[config.mk]
export PLATFORM = sky130hd
export DESIGN_NAME = apc_power_ctrl
export DESIGN_NICKNAME = d
export VERILOG_FILES = /design/src/apc_coder.v /design/src/apc_power_ctrl.v
export VERILOG_INCLUDE_DIRS = /design/src
export SDC_FILE = /design/constraint.sdc
export NUM_CORES = 1
export LEC_CHECK = 0
export BUFFER_PORTS_ARGS = -buffer_cell sky130_fd_sc_hd__buf_2
export CAP_MARGIN = 20
export CELL_PAD_IN_SITES_DETAIL_PLACEMENT = 1
export CELL_PAD_IN_SITES_GLOBAL_PLACEMENT = 1
export CORE_AREA = 3 3 81 102
export DETAILED_ROUTE_END_ITERATION = 7
export DIE_AREA = 0 0 84 105
export GPL_TIMING_DRIVEN = 0
export PLACE_DENSITY_LB_ADDON = 0.15
export SLEW_MARGIN = 20
export SYNTH_ARGS = -nofsm -noshare
export SYNTH_HDL_FRONTEND = slang
export SYNTH_SLANG_ARGS = --single-unit
[constraint.sdc]
create_clock -name clk -period 2.5 [get_ports clk]
set_input_delay 0.125 -clock clk [delete_from_list [all_inputs] [get_ports clk]]
set_output_delay 0.125 -clock clk [all_outputs]
set_load 0.05 [all_outputs]
[src/apc_consts.vh]
// Purpose: shared constants of the converter power and coding control
// Assumes: 250 MHz system clock
// Notes: APB word offsets, field positions, reset values, timing counts
`ifndef APC_CONSTS_VH
`define APC_CONSTS_VH

`define APC_CLK_PERIOD_NS 4
`define APC_WAKE_NS 5000
`define APC_WAKE_CYCLES ((`APC_WAKE_NS + `APC_CLK_PERIOD_NS - 1) / `APC_CLK_PERIOD_NS)
`define APC_CONV_NS 4600
`define APC_CONV_CYCLES ((`APC_CONV_NS + `APC_CLK_PERIOD_NS - 1) / `APC_CLK_PERIOD_NS)

`define APC_ADDR_CTRL 8'h00
`define APC_ADDR_STATUS 8'h04
`define APC_ADDR_RESULT 8'h08

`define APC_CTRL_PM_LOW 0
`define APC_CTRL_PM_HIGH 1
`define APC_CTRL_BIPOLAR 2
`define APC_CTRL_SW_START 3
`define APC_CTRL_RESET 4'h0

`define APC_STAT_BUSY 0
`define APC_STAT_MODE_LSB 1
`define APC_STAT_ANALOG_ON 3
`define APC_STAT_REF_ON 4

`define APC_MODE_UP 2'h0
`define APC_MODE_DOWN 2'h1
`define APC_MODE_BETWEEN_FULL 2'h2
`define APC_MODE_BETWEEN_PART 2'h3

`define APC_RESULT_BITS 12
`define APC_BIPOLAR_FLIP 12'h800

`endif

[src/apc_coder.v]
// Purpose: output code format of one conversion result
// Assumes: raw sample is straight binary from the converter core
// Notes: bipolar code is two's complement about mid-scale
`timescale 1ns/1ns
`include "apc_consts.vh"

module apc_coder (
	// sample in
	input wire [`APC_RESULT_BITS-1:0] rawCode,
	input wire bipolar,
	// coded out
	output wire [`APC_RESULT_BITS-1:0] codedResult
);

	// mid-scale maps to zero, so flipping the top bit is the whole job
	assign codedResult = bipolar ? (rawCode ^ `APC_BIPOLAR_FLIP) : rawCode;

endmodule // apc_coder

[src/apc_power_ctrl.v]
// Purpose: power state and conversion sequencing with APB control
// Assumes: pins are asynchronous, raw sample is on clk
// Notes: pready is always high, reads are prepared in the setup cycle
// Notes on behaviour
// - unipolar results are straight binary
// - bipolar results are two's complement about mid-scale
// - results are 12 bits, LSB is FS/4096
// - code transitions sit at half-LSB points
// - power state from two bits and sleep pin
// - full down kills all; partial keeps reference
// - bits 00, pin high: always fully powered
// - bits 00, pin low: down between conversions
// - bits 10: full power-down, pin ignored
// - busy falls when result becomes readable
// - between-modes power down when busy falls
// - start falling edge wakes; ready 5 us later
//
// Chosen here: the APB register port and the register offsets.
`timescale 1ns/1ns
`include "apc_consts.vh"

module apc_power_ctrl #(
	parameter WAKE_CYCLES = `APC_WAKE_CYCLES,
	parameter CONV_CYCLES = `APC_CONV_CYCLES
) (
	// clock and reset
	input wire clk,
	input wire rst_n,
	// apb slave
	input wire psel,
	input wire penable,
	input wire pwrite,
	input wire [7:0] paddr,
	input wire [31:0] pwdata,
	output reg [31:0] prdata,
	output wire pready,
	output wire pslverr,
	// pins
	input wire conversion_start_pin_n,
	input wire sleep_pin_n,
	output reg busy,
	// converter core
	input wire [`APC_RESULT_BITS-1:0] rawSample,
	output reg analogPowerOn,
	output reg referencePowerOn,
	output reg [`APC_RESULT_BITS-1:0] resultData
);

	localparam [4:0] S_IDLE = 5'h01;
	localparam [4:0] S_CONV = 5'h02;
	localparam [4:0] S_SLEEP = 5'h04;
	localparam [4:0] S_WAKE = 5'h08;

	reg [4:0] state;
	reg [4:0] next_state;
	reg [11:0] count;
	reg [3:0] ctrl;
	reg startSync1, startSync2, startPrev;
	reg sleepSync1, sleepSync2;
	reg pendingStart;
	wire startFall;
	wire startRise;
	wire [1:0] mode;
	wire betweenMode;
	wire countDone;
	wire wrEn;
	wire rdSetup;
	wire mapped;
	wire endOfConv;
	wire [`APC_RESULT_BITS-1:0] coded;

	////////////////////////////////////////////////////////////////
	// power mode decode

	function [1:0] decodeMode;
		input hi;
		input lo;
		input sleepN;
		begin
			case ({hi, lo})
				2'h0: decodeMode = sleepN ? `APC_MODE_UP : `APC_MODE_BETWEEN_FULL;
				2'h1: decodeMode = `APC_MODE_BETWEEN_FULL;
				2'h2: decodeMode = `APC_MODE_DOWN;
				default: decodeMode = `APC_MODE_BETWEEN_PART;
			endcase
		end
	endfunction

	assign mode = decodeMode(ctrl[`APC_CTRL_PM_HIGH], ctrl[`APC_CTRL_PM_LOW],
		sleepSync2);
	assign betweenMode = (mode == `APC_MODE_BETWEEN_FULL) ||
		(mode == `APC_MODE_BETWEEN_PART);

	////////////////////////////////////////////////////////////////
	// pin synchronisers

	always @(posedge clk or negedge rst_n) begin
		if (!rst_n) begin
			startSync1 <= 1'b1;
			startSync2 <= 1'b1;
			startPrev <= 1'b1;
			sleepSync1 <= 1'b1;
			sleepSync2 <= 1'b1;
		end else begin
			startSync1 <= conversion_start_pin_n;
			startSync2 <= startSync1;
			startPrev <= startSync2;
			sleepSync1 <= sleep_pin_n;
			sleepSync2 <= sleepSync1;
		end
	end

	assign startFall = startPrev && !startSync2;
	assign startRise = !startPrev && startSync2;

	////////////////////////////////////////////////////////////////
	// sequencer

	assign countDone = (count == 12'h000);
	assign endOfConv = (state == S_CONV) && countDone;

	always @* begin
		next_state = state;
		case (state)
			S_IDLE: begin
				if (mode == `APC_MODE_DOWN)
					next_state = S_SLEEP;
				else if (startRise || ctrl[`APC_CTRL_SW_START])
					next_state = S_CONV;
			end
			S_CONV: begin
				if (countDone)
					next_state = (betweenMode || mode == `APC_MODE_DOWN) ?
						S_SLEEP : S_IDLE;
			end
			S_SLEEP: begin
				if (mode == `APC_MODE_UP)
					next_state = S_WAKE;
				else if (betweenMode &&
					(startFall || ctrl[`APC_CTRL_SW_START]))
					next_state = S_WAKE;
			end
			S_WAKE: begin
				if (countDone) begin
					if (mode == `APC_MODE_DOWN)
						next_state = S_SLEEP;
					// a rise in the last wake cycle is not yet pending
					else if (pendingStart || startRise ||
						ctrl[`APC_CTRL_SW_START])
						next_state = S_CONV;
					else
						next_state = S_IDLE;
				end
			end
			default: next_state = S_SLEEP;
		endcase
	end

	always @(posedge clk or negedge rst_n) begin
		if (!rst_n) begin
			state <= S_IDLE;
			count <= 12'h000;
			pendingStart <= 1'b0;
			busy <= 1'b0;
			resultData <= 12'h000;
		end else begin
			state <= next_state;
			if (next_state == S_CONV && state != S_CONV)
				count <= CONV_CYCLES[11:0] - 12'h001;
			else if (next_state == S_WAKE && state != S_WAKE)
				count <= WAKE_CYCLES[11:0] - 12'h001;
			else if (!countDone)
				count <= count - 12'h001;
			// a start edge during wake-up is held until the core is ready
			if (state == S_WAKE && startRise)
				pendingStart <= 1'b1;
			else if (state != S_WAKE)
				pendingStart <= 1'b0;
			busy <= (next_state == S_CONV);
			if (endOfConv)
				resultData <= coded;
		end
	end

	// reference stays up only in partial mode while the rest sleeps
	always @(posedge clk or negedge rst_n) begin
		if (!rst_n) begin
			analogPowerOn <= 1'b1;
			referencePowerOn <= 1'b1;
		end else begin
			analogPowerOn <= (next_state != S_SLEEP);
			referencePowerOn <= (next_state != S_SLEEP) ||
				(mode == `APC_MODE_BETWEEN_PART);
		end
	end

	apc_coder uCoder (
		.rawCode(rawSample),
		.bipolar(ctrl[`APC_CTRL_BIPOLAR]),
		.codedResult(coded)
	);

	////////////////////////////////////////////////////////////////
	// apb slave

	assign pready = 1'b1;
	assign wrEn = psel && penable && pwrite;
	assign rdSetup = psel && !penable && !pwrite;
	assign mapped = (paddr == `APC_ADDR_CTRL) ||
		(paddr == `APC_ADDR_STATUS) || (paddr == `APC_ADDR_RESULT);
	assign pslverr = psel && penable && !mapped;

	always @(posedge clk or negedge rst_n) begin
		if (!rst_n) begin
			ctrl <= `APC_CTRL_RESET;
		end else begin
			if (wrEn && paddr == `APC_ADDR_CTRL)
				ctrl <= pwdata[3:0];
			// set by a write in the same cycle wins over the clear
			else if (endOfConv)
				ctrl[`APC_CTRL_SW_START] <= 1'b0;
		end
	end

	always @(posedge clk or negedge rst_n) begin
		if (!rst_n) begin
			prdata <= 32'h00000000;
		end else if (rdSetup) begin
			if (paddr == `APC_ADDR_CTRL)
				prdata <= {28'h0000000, ctrl};
			else if (paddr == `APC_ADDR_STATUS)
				prdata <= {27'h0000000, referencePowerOn, analogPowerOn,
					mode, busy};
			else if (paddr == `APC_ADDR_RESULT)
				prdata <= {20'h00000, resultData};
			else
				prdata <= 32'h00000000;
		end
	end

endmodule // apc_power_ctrl

==> results of run 1 <==
-- cell type report --
class	count	area, um^2
Multi-Input combinational cell	175	1147
Sequential cell	54	1361
Tap cell	92	115.1
Timing Repair Buffer	61	327.8
Buffer	27	203.9
Fill cell	852	4109
Clock inverter	2	38.79
Clock buffer	6	82.58
Inverter	4	15.01
-- layer usage --
layer / GRT usage [%] / share of wire [%] / routed length [um] / vias up
li1: - / - / - / 998
met1: 17.30 / 42 / 2599 / 995
met2: 26.85 / 53 / 3295 / 51
met3: 3.155 / 4.2 / 260 / 8
met4: 4.943 / 1.5 / 93 / 0
met5: 0 / 0 / 0 / -
-- metrics by stage --
stage / setup WS [ps] / cells / power (mW) / util [%] / setup TNS, ps
global placement: -59.33 / 409 / 1.454 / 41.93 / -336.7
global route: 26.92 / 421 / 2.212 / 44.48 / 0
floorplan: 274.4 / 261 / 1.355 / - / 0
detailed placement: -56.09 / 409 / 1.466 / 42.05 / -303.7
finish: 165.9 / 421 / 2.088 / 44.48 / 0
CTS: 12.96 / 421 / 2.117 / 44.19 / 0
-- critical path, delay by kind of cell, from the launching register on --
family                     cells  cell delay [ps]
and+or+nand+nor                3              910
DFF                            1              410
buffers and inverters          3              390
muxes                          1              320
adders and majority gates      1              200
-- logic make-up (layout without fill, tap and decap cells) --
logic type      after synthesis  after routing
mux                          19             19
xor+xnor                      5              5
compound gates               47             47
simple gates                 81             81
fa+ha+maj                     1              1
other cells                   2             22
flops                        54             54
buf+inv                      32            100
-- power breakdown --
| group | internal, mW | leakage, nW | switching (mW) |
|---|---|---|---|
| clock network | 0.330 | 0.0618 | 0.303 |
| registers | 0.949 | 0.688 | 0.0705 |
| logic | 0.168 | 0.894 | 0.268 |
| total | 1.45 | 1.64 | 0.641 |
-- timing repair --
item | 4_1_cts | 5_1_grt
buffers inserted | 1 | 1
resized for setup | 0 | 3
hold endpoints to repair | 48 | 0
hold buffers | 3 | 0
setup endpoints to repair | 6 | 18
pin swaps | 1 | 1
-- path summary, 6_finish.rpt --
path / end / slack (ps) / cells after the start
worst max-delay path: resultData[2] / 170 / 8
worst max register to register: resultData[2] / 170 / 8
min in group asynchronous: count[11] / 380 / 2
max in group asynchronous: count[1] / 1650 / 2
worst min register to register: startSync2 / 360 / 0
worst min-delay path: resultData[1] / 20 / 2
-- cell usage in the layout (no fill, tap or decap), types with 9 or more instances in the layout --
cell type	instances
nor2_1	18
a21oi_1	9
dfrtp_1	46
buf_2	55
o21ai_0	9
mux2_2	9
nor2b_1	9
buf_4	24
nand2_1	18
conb_1	22
-- flip-flops by register name, indices dropped and copies added (netlist names) --
name and count:
startPrev 1, startSync1 1, busy 1, referencePowerOn 1, resultData 12, count 12, state 5, startSync2 1
analogPowerOn 1, prdata 12, ctrl 4, sleepSync2 1, sleepSync1 1, pendingStart 1
==> run summary, run 1 <==
After synthesis, the largest family of logic cells by area is simple AND/OR/NAND/NOR gates. The flow ran to the end, and the final reports show no timing, DRC or antenna violations. The total CTS buffers came out at 5.

The tool flagged a number of max-cap violations equal to 0. The overall overflow remaining after global route is 0, and the layout cell share with drive strength beyond 1 is 34.95%. STA puts the critical path data required time at 2700 ps. The clock reaches the later pin of the worst-skew pair after 310 ps.

For this design the top-level I/O count stands at 108. The clock drives 54 sinks. Primary flip-flop cell chosen by synthesis mapping: dfrtp_1.

For this design the ratio of total power to cell area is 634.1 mW/mm^2. Setup repair after global routing left no endpoint under its margin. At the worst endpoint, the arrival time is 2530 ps. After floorplanning, the core was divided into 35 placement rows. The adder-cell area share of the yosys netlist is 0.4753%. Setup violations remaining at the end of the flow were counted as 0. The beginning of the critical path is count[0]. The run gives 14.87% as the aggregate global-route resource usage.

The cell count after synthesis came out at 241. The area fraction in and, or, nand and nor cells after synthesis was 17.21%. The area after detailed placement is 0.003112 mm^2. In this run the worst hold path is classified as in -> reg. The initial utilization of the core area, before any placement, comes to 35.57%.

The via count of the routed design was 2,052. During placement, the flow inserted port buffers numbering 56. The detail-routed net length per standard cell was 14.84 um. 0 antenna diodes ended up in the layout.

The nature of the critical path endpoint was a register. After detailed routing, the number of vias per cell comes to 4.874. The synthesized design spends more area on one cell type than any other, namely dfrtp_1. The tools report the launch instance of the worst min-delay path as rawSample[1].

The final max-slew violation count was 0; the die span in y was 105 um. TritonCTS built the clock tree. The run gives 55 as the pin count of the biggest net entering global routing.

The finished cells cover 0.003292 mm^2. The type of the worst setup path was reg -> reg. Synthesis instantiated 48 different standard cells from the library.

In this run the mean area of a mapped cell was 10.92 um^2. The signal on the critical path passes through inv_1, ha_1, or3b_1, nor3_4, and4b_1, buf_6, buf_12, mux2_1. The first global-routing pass estimated 10,520 um of wire.

Among all cell types in the netlist, the one instantiated most often is dfrtp_1. For the final clock skew, the log shows 8.283 ps. The area share of xor/xnor cells in the synthesized design was 1.663%; the fraction of post-synthesis cell area in the top cell type by area was 43.73%. For the pin with the worst max-slew slack, the measured transition is 721.8 ps. The logs give 0.007401 mm^2 for the core area and 0 for the warning count from the yosys run. The post-route minimum period was 2334 ps. The reported leakage power was 1.644 nW.

By area the synthesized netlist is led by dfrtp_1, dfstp_2, buf_4, mux2_2, a22o_1. The tools report the final hold violation count as 0. The logs give 51.48% for the worst max-slew margin expressed relative to the limit and 0.4284 GHz for the highest achievable clock rate. For this run, the slowest stage of the critical path takes 490 ps.

The startpoint identified for the worst register-to-register timing path is count[0]. Of the available clock period, the critical path in the final layout requires 93.37%. Clock-pin slew was measured on the worst setup and hold paths at 100 ps. Once detail routing completed, the nets flagged for antenna violations numbered 0. Of all nets on the critical path, the largest fanout is 10. CTS built an H-tree with a depth of 2. The multiplexer share of the synthesized area was 7.937%; the number of detailed-routing iterations run before antenna repair was 4.

For the final net count, the log shows 388. The root buffer cell chosen for the clock tree is clkbuf_8. The largest individual stage delay along the critical path comes from the cell or3b_1. Summing the areas of all compound-gate instances in the mapped netlist gives 12.26% of the synthesized area.

From synthesis to final layout, the design area changed by 25.05%. For this run, the register share of the synthesized area comes to 51.71%. The flip-flop and latch count after synthesis came out at 54.

The via count of the first global-routing pass is 2,115. The worst setup path is launched from a register. Number of antenna violations at the first check in global routing: 0.

The hold slack was 23.83 ps; the detailed router's first-iteration violation count was 54. For this run, design rule violations remaining after detail routing come to 0. IR analysis of the VDD net gives a maximum drop of 0.2421 mV.

For the total die area, the log shows 0.008820 mm^2. The synthesized design contains 0 enable-type register cells. The floorplan step set the die width to 84 um. The commonest cells after synthesis are dfrtp_1, buf_4, nand2_1, nor2_1.

Detailed placement finished with a half-perimeter wire length of 4731 um. The synthesized netlist occupies a cell area of 0.002633 mm^2. The async set-or-reset flop fraction in the synthesized netlist is 100.0%. Counting along the longest clock path gives a buffer depth of 2. The placer's final routability congestion estimate was 0.8384; the routed wire length was 6248 um.
(Power assumes the default switching activity.)
==> inputs of run 2 (changes only) <==
--- a/config.mk
+++ b/config.mk
@@ -6,16 +6,18 @@
 export SDC_FILE = /design/constraint.sdc
 export NUM_CORES = 1
 export LEC_CHECK = 0
+export ABC_AREA = 1
 export BUFFER_PORTS_ARGS = -buffer_cell sky130_fd_sc_hd__buf_2
 export CAP_MARGIN = 20
 export CELL_PAD_IN_SITES_DETAIL_PLACEMENT = 1
 export CELL_PAD_IN_SITES_GLOBAL_PLACEMENT = 1
-export CORE_AREA = 3 3 81 102
+export CORE_AREA = 3 3 86 108
 export DETAILED_ROUTE_END_ITERATION = 7
-export DIE_AREA = 0 0 84 105
+export DIE_AREA = 0 0 89 111
 export GPL_TIMING_DRIVEN = 0
 export PLACE_DENSITY_LB_ADDON = 0.15
 export SLEW_MARGIN = 20
 export SYNTH_ARGS = -nofsm -noshare
 export SYNTH_HDL_FRONTEND = slang
 export SYNTH_SLANG_ARGS = --single-unit
+export TNS_END_PERCENT = 20
==> run 2 against run 1 <==
Clock-buffer cell count is 1 lower. Hold slack better by 4.0 ps. Synthesized area is 10% higher. Largest power group unchanged. Sequential share of layout area is 2.6 points lower. Sequential cell count stayed put. Critical endpoint unchanged. Die area is 12% higher. Maximum frequency is 32% higher. Utilization is 2.1 points lower. Via count is 22% higher. Synthesized cell count is 46% higher.
==> run summary, run 2 <==
The flow ran to the end, and the final reports show no timing, DRC or antenna violations. The placer's final routability congestion estimate is 0.8012 (-4.4%). For the final max-slew violation count, the log shows 0 (unchanged). nand2_1 is the most common cell in the netlist.

In the synthesized netlist the dominant register cell turns out to be dfrtp_1. The arrival time reported for the critical path endpoint is 1980 ps (-550 ps). The run gives 12,920 um (+23%) as the wire length of the first global-routing pass.

The floorplan row count came out at 37 (+5.7%). The half-perimeter wire length of the detailed placement result was 5846 um (+24%). Buffer type at the clock tree root: clkbuf_8.

The flip-flop and latch count after synthesis works out to 54 (unchanged). The total CTS buffers is 5 (unchanged). The number of resized instances in the post-cts repair step came out at 0 (unchanged). The type of the worst setup path was reg -> reg.

The async set-or-reset flop fraction in the synthesized netlist came out at 100.0% (unchanged). The combined area of all synthesized cells was 0.002895 mm^2 (+10%); the detail-routed net length per standard cell was 13.96 um (-5.9%). The sequential cell area was 0.001361 mm^2 (unchanged). The number of port buffers works out to 58 (+3.6%). Setup repair after global routing left no endpoint under its margin.

The worst max-slew margin expressed relative to the limit was 53.51% (+2.0 points). The launch instance of the worst min-delay path is rawSample[6]. The CTS sink count was 54 (unchanged). The number of nets with antenna violations after routing was 0 (unchanged). Tracing the worst setup path back leads to its startpoint at count[0]. The signal on the critical path passes through inv_1, ha_1, nand2_4, nor2_8, nand2_4, inv_6, nand2_8, buf_8, nand2_1, nand2_1. Areal power density over the cells: 590.2 mW/mm^2 (-6.9%). For the number of antenna repair diodes, the log shows 0 (unchanged). The setup-violating endpoint count in the final report was 0 (unchanged). The startpoint identified for the worst register-to-register timing path is count[0]. In the final layout, the registers with the most flip-flops are count x12, prdata x12, resultData x12. The logs give 353 (+46%) for the count of mapped cells out of synthesis and 13.86 ps (+5.579 ps) for the final clock skew. The final net count came out at 501 (+29%). In the layout the commonest cells are nand2_1, buf_2, nand3_1, dfrtp_1, inv_1. For the final setup TNS, the log shows 0 ps (unchanged). For the via count of the first global-routing pass, the log shows 2,686 (+27%). The tools report the sequential cell area fraction in the yosys report as 47.02% (-4.7 points). The run gives 34.94% (-0.63 points) as the initial core utilization.

The area after detailed placement was 0.003385 mm^2 (+8.8%); the fraction of post-synthesis cell area in the top cell type by area was 39.76% (-4.0 points). The logs give 0 (unchanged) for the final hold violation count and 1.901 nW (+16%) for the reported leakage power. The warning count from the yosys run came out at 0 (unchanged). The post-route minimum period is 1772 ps (-561.7 ps).

The logs give 2710 ps (about the same) for the required time at the worst-slack endpoint and 0.001215 mm^2 (+5.9%) for the area of the multi-input gates. The most common library cell in the layout ignoring fill and taps is nand2_1. The tools report the number of H-tree branching levels as 2 (unchanged). The nature of the critical path endpoint is a register. Detailed router's first-iteration violation count: 92 (+70%).

Hold slack: 27.87 ps (+4.037 ps). The maximum VDD drop was 0.2802 mV (+16%); the final clock period utilization by the worst path was 70.90% (-22 points). The total I/O pin count was 108 (unchanged); the floorplan die width was 89 um (+6.0%).

The clock-pin slew reported for the worst setup and hold paths after clock tree synthesis is 110 ps (about the same), and the highest achievable clock rate is 0.5642 GHz (+32%). The run gives 0.008287 mm^2 (+12%) as the core area. Compared with the post-synthesis result, the final layout area differs by 21.18%.

The layout cell share with drive strength beyond 1 was 27.60% (-7.4 points). Library cell occupying the most area in the post-synthesis netlist: dfrtp_1. The tools report the share of the core filled with cells as 42.34% (-2.1 points). For the worst-case setup margin in the final layout, the log shows 727.5 ps (+561.7 ps). The critical path launch point type is a register.

The logs give 7524 um (+20%) for the routed wire length and 0 (unchanged) for the number of antenna violations at the first check in global routing. TritonCTS built the clock tree. The worst setup timing slack at the placement stage was 722.2 ps (+778.3 ps); the stage delay of the slowest cell on the critical path was 430 ps (-60 ps).

The tools report the number of detailed-routing iterations run before antenna repair as 4 (unchanged). The filler cell count was 1,039 (+22%). The cell at the slowest stage of the critical path was dfrtp_1.

Sorting the synthesized cells by area gives the leading types as dfrtp_1, nand2_1, nand3_1, dfstp_2, buf_4. The run gives 320 ps (about the same) as the source-to-sink clock delay at the later pin of the worst-skew pair. The clock tree buffer depth was 2 (unchanged).

The average vias per placed instance came out at 4.647 (-4.6%). The number of enable-type register cells in the synthesized netlist works out to 0 (unchanged). The mean instance size in the synthesized netlist works out to 8.202 um^2 (-25%).

The via count of the routed design came out at 2,505 (+22%). The logs give 35 (-27%) for the post-synthesis cell type count and 0 (unchanged) for the count of maximum capacitance violations. The overall overflow remaining after global route is 0 (unchanged), and the total die area is 0.009879 mm^2 (+12%). The class of the most critical hold timing path was in -> reg. The transition at the pin with the smallest max-transition slack works out to 697.3 ps (-24.48 ps). For the aggregate global-route resource usage, the log shows 16.47% (+1.6 points).

The DRC violations left was 0 (unchanged); the die span in y was 111 um (+5.7%). The pin count of the biggest net entering global routing came out at 55 (unchanged). The finished layout cell area is 0.003508 mm^2 (+6.6%), and the biggest fanout along the worst timing path is 10 (unchanged). By count the netlist is led by nand2_1, nand3_1, dfrtp_1.
## run 2: kinds of logic after synthesis
group / after synthesis / synth area share (%)
AND/OR/NAND/NOR: 188 / 30.55
buffers and inverters: 73 / 13.61
flip-flops: 54 / 47.02
AO/OA/AOI/OAI: 30 / 6.612
XOR/XNOR: 5 / 1.513
other: 2 / 0.2594
adder cells (fa/ha/maj): 1 / 0.4321
## run 2: repair_timing
item,in CTS,in global routing
setup buffers,0,0
setup endpoints to repair,0,0
hold endpoints to repair,48,0
hold buffers,3,0
## run 2: worst paths after layout
path | end | slack, ps | depth (start not counted)
hold / removal | resultData[6] | 30 | 3
min in group asynchronous | resultData[1] | 390 | 2
hold reg to reg | startSync2 | 360 | 0
setup / recovery | resultData[2] | 730 | 10
max in group asynchronous | count[7] | 1660 | 2
setup reg to reg | resultData[2] | 730 | 10
## run 2: per-layer routing
layer	share of wire, %	global-route usage [%]
met1	42	20.50
met2	52	28.74
met3	4.5	2.974
met4	1.4	4.270
met5	0	0
## run 2: stage by stage
| stage | std cells | total power, mW |
|---|---|---|
| after floorplan | 373 | 1.434 |
| after global placement | 528 | 1.550 |
| after detailed placement | 528 | 1.573 |
| after CTS | 539 | 2.106 |
| after global routing | 539 | 2.205 |
| final | 539 | 2.070 |
## run 2: area by class of cell
cell class,instances,share of cell area (%)
clock buffers,5,1.961
flip-flops and latches,54,38.80
multi-input cells,246,34.63
clock inverters,3,0.7133
repair buffers,61,9.201
inverters,45,5.029
well taps,97,3.459
plain buffers,28,6.205
## run 2: power by group
group          leakage, nW  switching (mW)  internal [mW]
Sequential           0.638          0.0719          0.952
Clock               0.0447           0.316          0.203
Combinational         1.22           0.355          0.172
Total                 1.90           0.743           1.33
## run 2: worst max-delay path: cells and delay by family, from the launching register on
kind,cells,cell delay (ps)
adders and majority gates,1,310
and+or+nand+nor,6,560
buffers and inverters,3,360
DFF,1,430
==> inputs of run 3 (changes only) <==
==> constraint.sdc (replaced) <==
create_clock -name clk -period 1.7 [get_ports clk]
set_input_delay 0.085 -clock clk [delete_from_list [all_inputs] [get_ports clk]]
set_output_delay 0.085 -clock clk [all_outputs]
set_load 0.05 [all_outputs]
==> run 3 against run 2 <==
First-iteration DRC count rose by 17%. Critical endpoint unchanged. Non-clock buffer count rose by 11. Utilization rose by 1.4 points. Largest power group unchanged.
==> run summary, run 3 (synthesis results as in run 2) <==
The final hold violation count is 0 (unchanged). The die span in y was 111 um (unchanged); the biggest fanout along the worst timing path was 10 (unchanged). The run gives -77.78 ps (-800.0 ps) as the worst setup timing slack at the placement stage. STA classifies the critical path startpoint as a register.

The total design power is 3.123 mW (+51%). The reported leakage power was 1.946 nW (+2.4%); the average vias per placed instance was 4.625 (-0.47%). The proportion of power drawn by flip-flops and latches was 48.3% (-1.1 points). The half-perimeter wire length of the detailed placement result was 5846 um (unchanged).

The run gives 320 ps (about the same) as the source-to-sink clock delay at the later pin of the worst-skew pair. The signal on the critical path passes through inv_2, ha_4, nand2_4, nor2_8, nand2_4, inv_6, nand2_8, buf_8, nand2_1, nand2_1. The tools report the initial core utilization as 34.94% (unchanged). The floorplan die width came out at 89 um (unchanged). For the final net count, the log shows 512 (+2.2%). The nature of the critical path endpoint is a register.

The worst max-slew margin expressed relative to the limit was 53.45% (-0.063 points). The largest registers in the layout are count x12, prdata x12, resultData x12. Post-route minimum period: 1589 ps (-183.2 ps).

The setup-violating endpoint count in the final report is 0 (unchanged), and the met3 global-route usage is 2.900% (-0.074 points). The run gives 528 (unchanged) as the cell count after placement. The number of non-filler instances in the completed layout is 550 (+2.0%), and the buffers plus inverters on the worst setup path is 3 (unchanged). Among cell families on the critical path, the largest total delay comes from simple AND/OR/NAND/NOR gates. The worst-case setup margin in the final layout is 110.7 ps (-616.8 ps). The transition at the pin with the smallest max-transition slack is 698.3 ps (+0.9446 ps), and the combinational share of power is 27.0% (+1.5 points). For the via count of the routed design, the log shows 2,544 (+1.6%).

The switching share of power is 35.97% (+0.072 points), and the floorplan row count is 37 (unchanged). The highest achievable clock rate came out at 0.6292 GHz (+12%). For the number of antenna violations at the first check in global routing, the log shows 0 (unchanged). The global-route layer with the greatest usage is met2.

Pin count of the biggest net entering global routing: 55 (unchanged). The most common library cell in the layout ignoring fill and taps was nand2_1. The final setup TNS was 0 ps (unchanged). The fraction of met2 tracks used by global routing was 29.29% (+0.55 points); the CTS sink count was 54 (unchanged).

The number of port buffers is 58 (unchanged), and the arrival time reported for the critical path endpoint is 1800 ps (-180 ps). For the clock tree buffer depth, the log shows 2 (unchanged). The run gives 108 (unchanged) as the total I/O pin count. The share of the core filled with cells was 43.79% (+1.4 points); the DRC violations left was 0 (unchanged). The wire length of the first global-routing pass was 13,050 um (+0.96%); the total CTS buffers was 5 (unchanged). Placer's final routability congestion estimate: 0.8012 (unchanged). For the number of H-tree branching levels, the log shows 2 (unchanged). Type of the worst setup path: reg -> reg.

The final max-slew violation count was 0 (unchanged). Final clock period utilization by the worst path: 93.49% (+23 points). The tightest min-delay check is of the in -> reg type. The tree is rooted in a clkbuf_8. The internal power was 1.999 mW (+51%); the detail-routed net length per standard cell was 14.01 um (+0.36%). The areal power density over the cells is 860.6 mW/mm^2 (+46%). Count of maximum capacitance violations: 0 (unchanged). From synthesis to final layout, the design area changed by 25.32%. The final clock skew is 13.69 ps (-0.1735 ps), and the layout cell share with drive strength beyond 1 is 28.04% (+0.43 points). The number of nets with antenna violations after routing was 0 (unchanged); the number of detailed-routing iterations run before antenna repair was 4 (unchanged). The stage delay of the slowest cell on the critical path is 430 ps (about the same).

The largest individual stage delay along the critical path comes from the cell dfrtp_1. For the overall overflow remaining after global route, the log shows 0 (unchanged). Setup repair after global routing left no endpoint under its margin.

Part of the power in the clock network: 24.7% (-0.4 points). In the layout the commonest cells are nand2_1, buf_2, nand3_1, dfrtp_1, inv_1. The net switching component of the power was 1.123 mW (+51%).

The run gives 0.009879 mm^2 (unchanged) as the total die area. TritonCTS built the clock tree. The aggregate global-route resource usage is 16.68% (+0.21 points), and the routed wire length is 7705 um (+2.4%). The required time at the worst-slack endpoint is 1910 ps (-800 ps). The logs give 108 (+17%) for the detailed router's first-iteration violation count and 20.54% (+0.047 points) for the met1 track demand over resource. For the number of antenna repair diodes, the log shows 0 (unchanged). The run gives 2,707 (+0.78%) as the via count of the first global-routing pass. The clock-pin slew reported for the worst setup and hold paths after clock tree synthesis was 110 ps (about the same). The flow ran to the end, and the final reports show no timing, DRC or antenna violations. The logs give 0.008287 mm^2 (unchanged) for the core area and 0.4122 mV (+47%) for the maximum VDD drop.
run 3: cell count changes in the layout (fill, tap and decap cells not counted), sizes merged:
| cell | delta |
|---|---|
| dlygate4sd3 | +9 |
| buf | +2 |
run 3: layout make-up:
type,instances,area (um^2)
Buffer,28,217.7
Clock buffer,5,68.82
Clock inverter,3,25.02
Fill cell,1037,4658
Inverter,45,176.4
Multi-Input combinational cell,246,1230
Sequential cell,54,1361
Tap cell,97,121.4
Timing Repair Buffer,72,427.9
run 3: worst register-to-register path, delay by kind of cell (launching register included):
family	cells	cell delay [ps]
buffers and inverters	3	360
flip-flops	1	430
AND/OR/NAND/NOR	6	510
adder cells (fa/ha/maj)	1	180
run 3: routing by layer:
| metal | share of wire [%] | routed length, um | vias to the layer above |
|---|---|---|---|
| li1 | - | - | 1277 |
| met3 | 3.9 | 304 | 11 |
| met5 | 0 | 0 | - |
| met2 | 52 | 4003 | 49 |
| met4 | 1.6 | 125 | 0 |
| met1 | 42 | 3272 | 1207 |
run 3: power groups by stage:
stage | sequential (mW) | combinational, mW | clock, mW
2_1_floorplan | 1.58 | 0.524 | 0
3_3_place_gp | 1.53 | 0.752 | 0
3_5_place_dp | 1.53 | 0.783 | 0
4_1_cts | 1.51 | 0.832 | 0.801
5_1_grt | 1.52 | 0.942 | 0.851
6_report | 1.51 | 0.845 | 0.771
run 3: stage by stage:
stage | area (um^2) | hold WS (ps)
after CTS | 3611 | 4.227
after floorplan | 2970 | -210.6
after detailed placement | 3385 | 185.4
after global routing | 3628 | 20.98
final | 3628 | 4.260
after global placement | 3382 | 190.3
run 3: repair_timing:
item / 4_1_cts / 5_1_grt
setup buffers: 0 / 2
pin swaps: 0 / 1
setup endpoints to repair: 25 / 23
gates resized for setup: 2 / 2
hold buffers: 12 / 0
hold endpoints to repair: 57 / 0
run 3: final timing paths:
path | start | endpoint | slack [ps] | depth (start not counted)
max in group asynchronous | rst_n | count[7] | 900 | 2
worst min-delay path | pwdata[0] | ctrl[0] | 4 | 3
worst max-delay path | count[0] | resultData[2] | 110 | 10
worst max register to register | count[0] | resultData[2] | 110 | 10
min in group asynchronous | rst_n | resultData[1] | 350 | 2
worst min register to register | startSync1 | startSync2 | 360 | 0
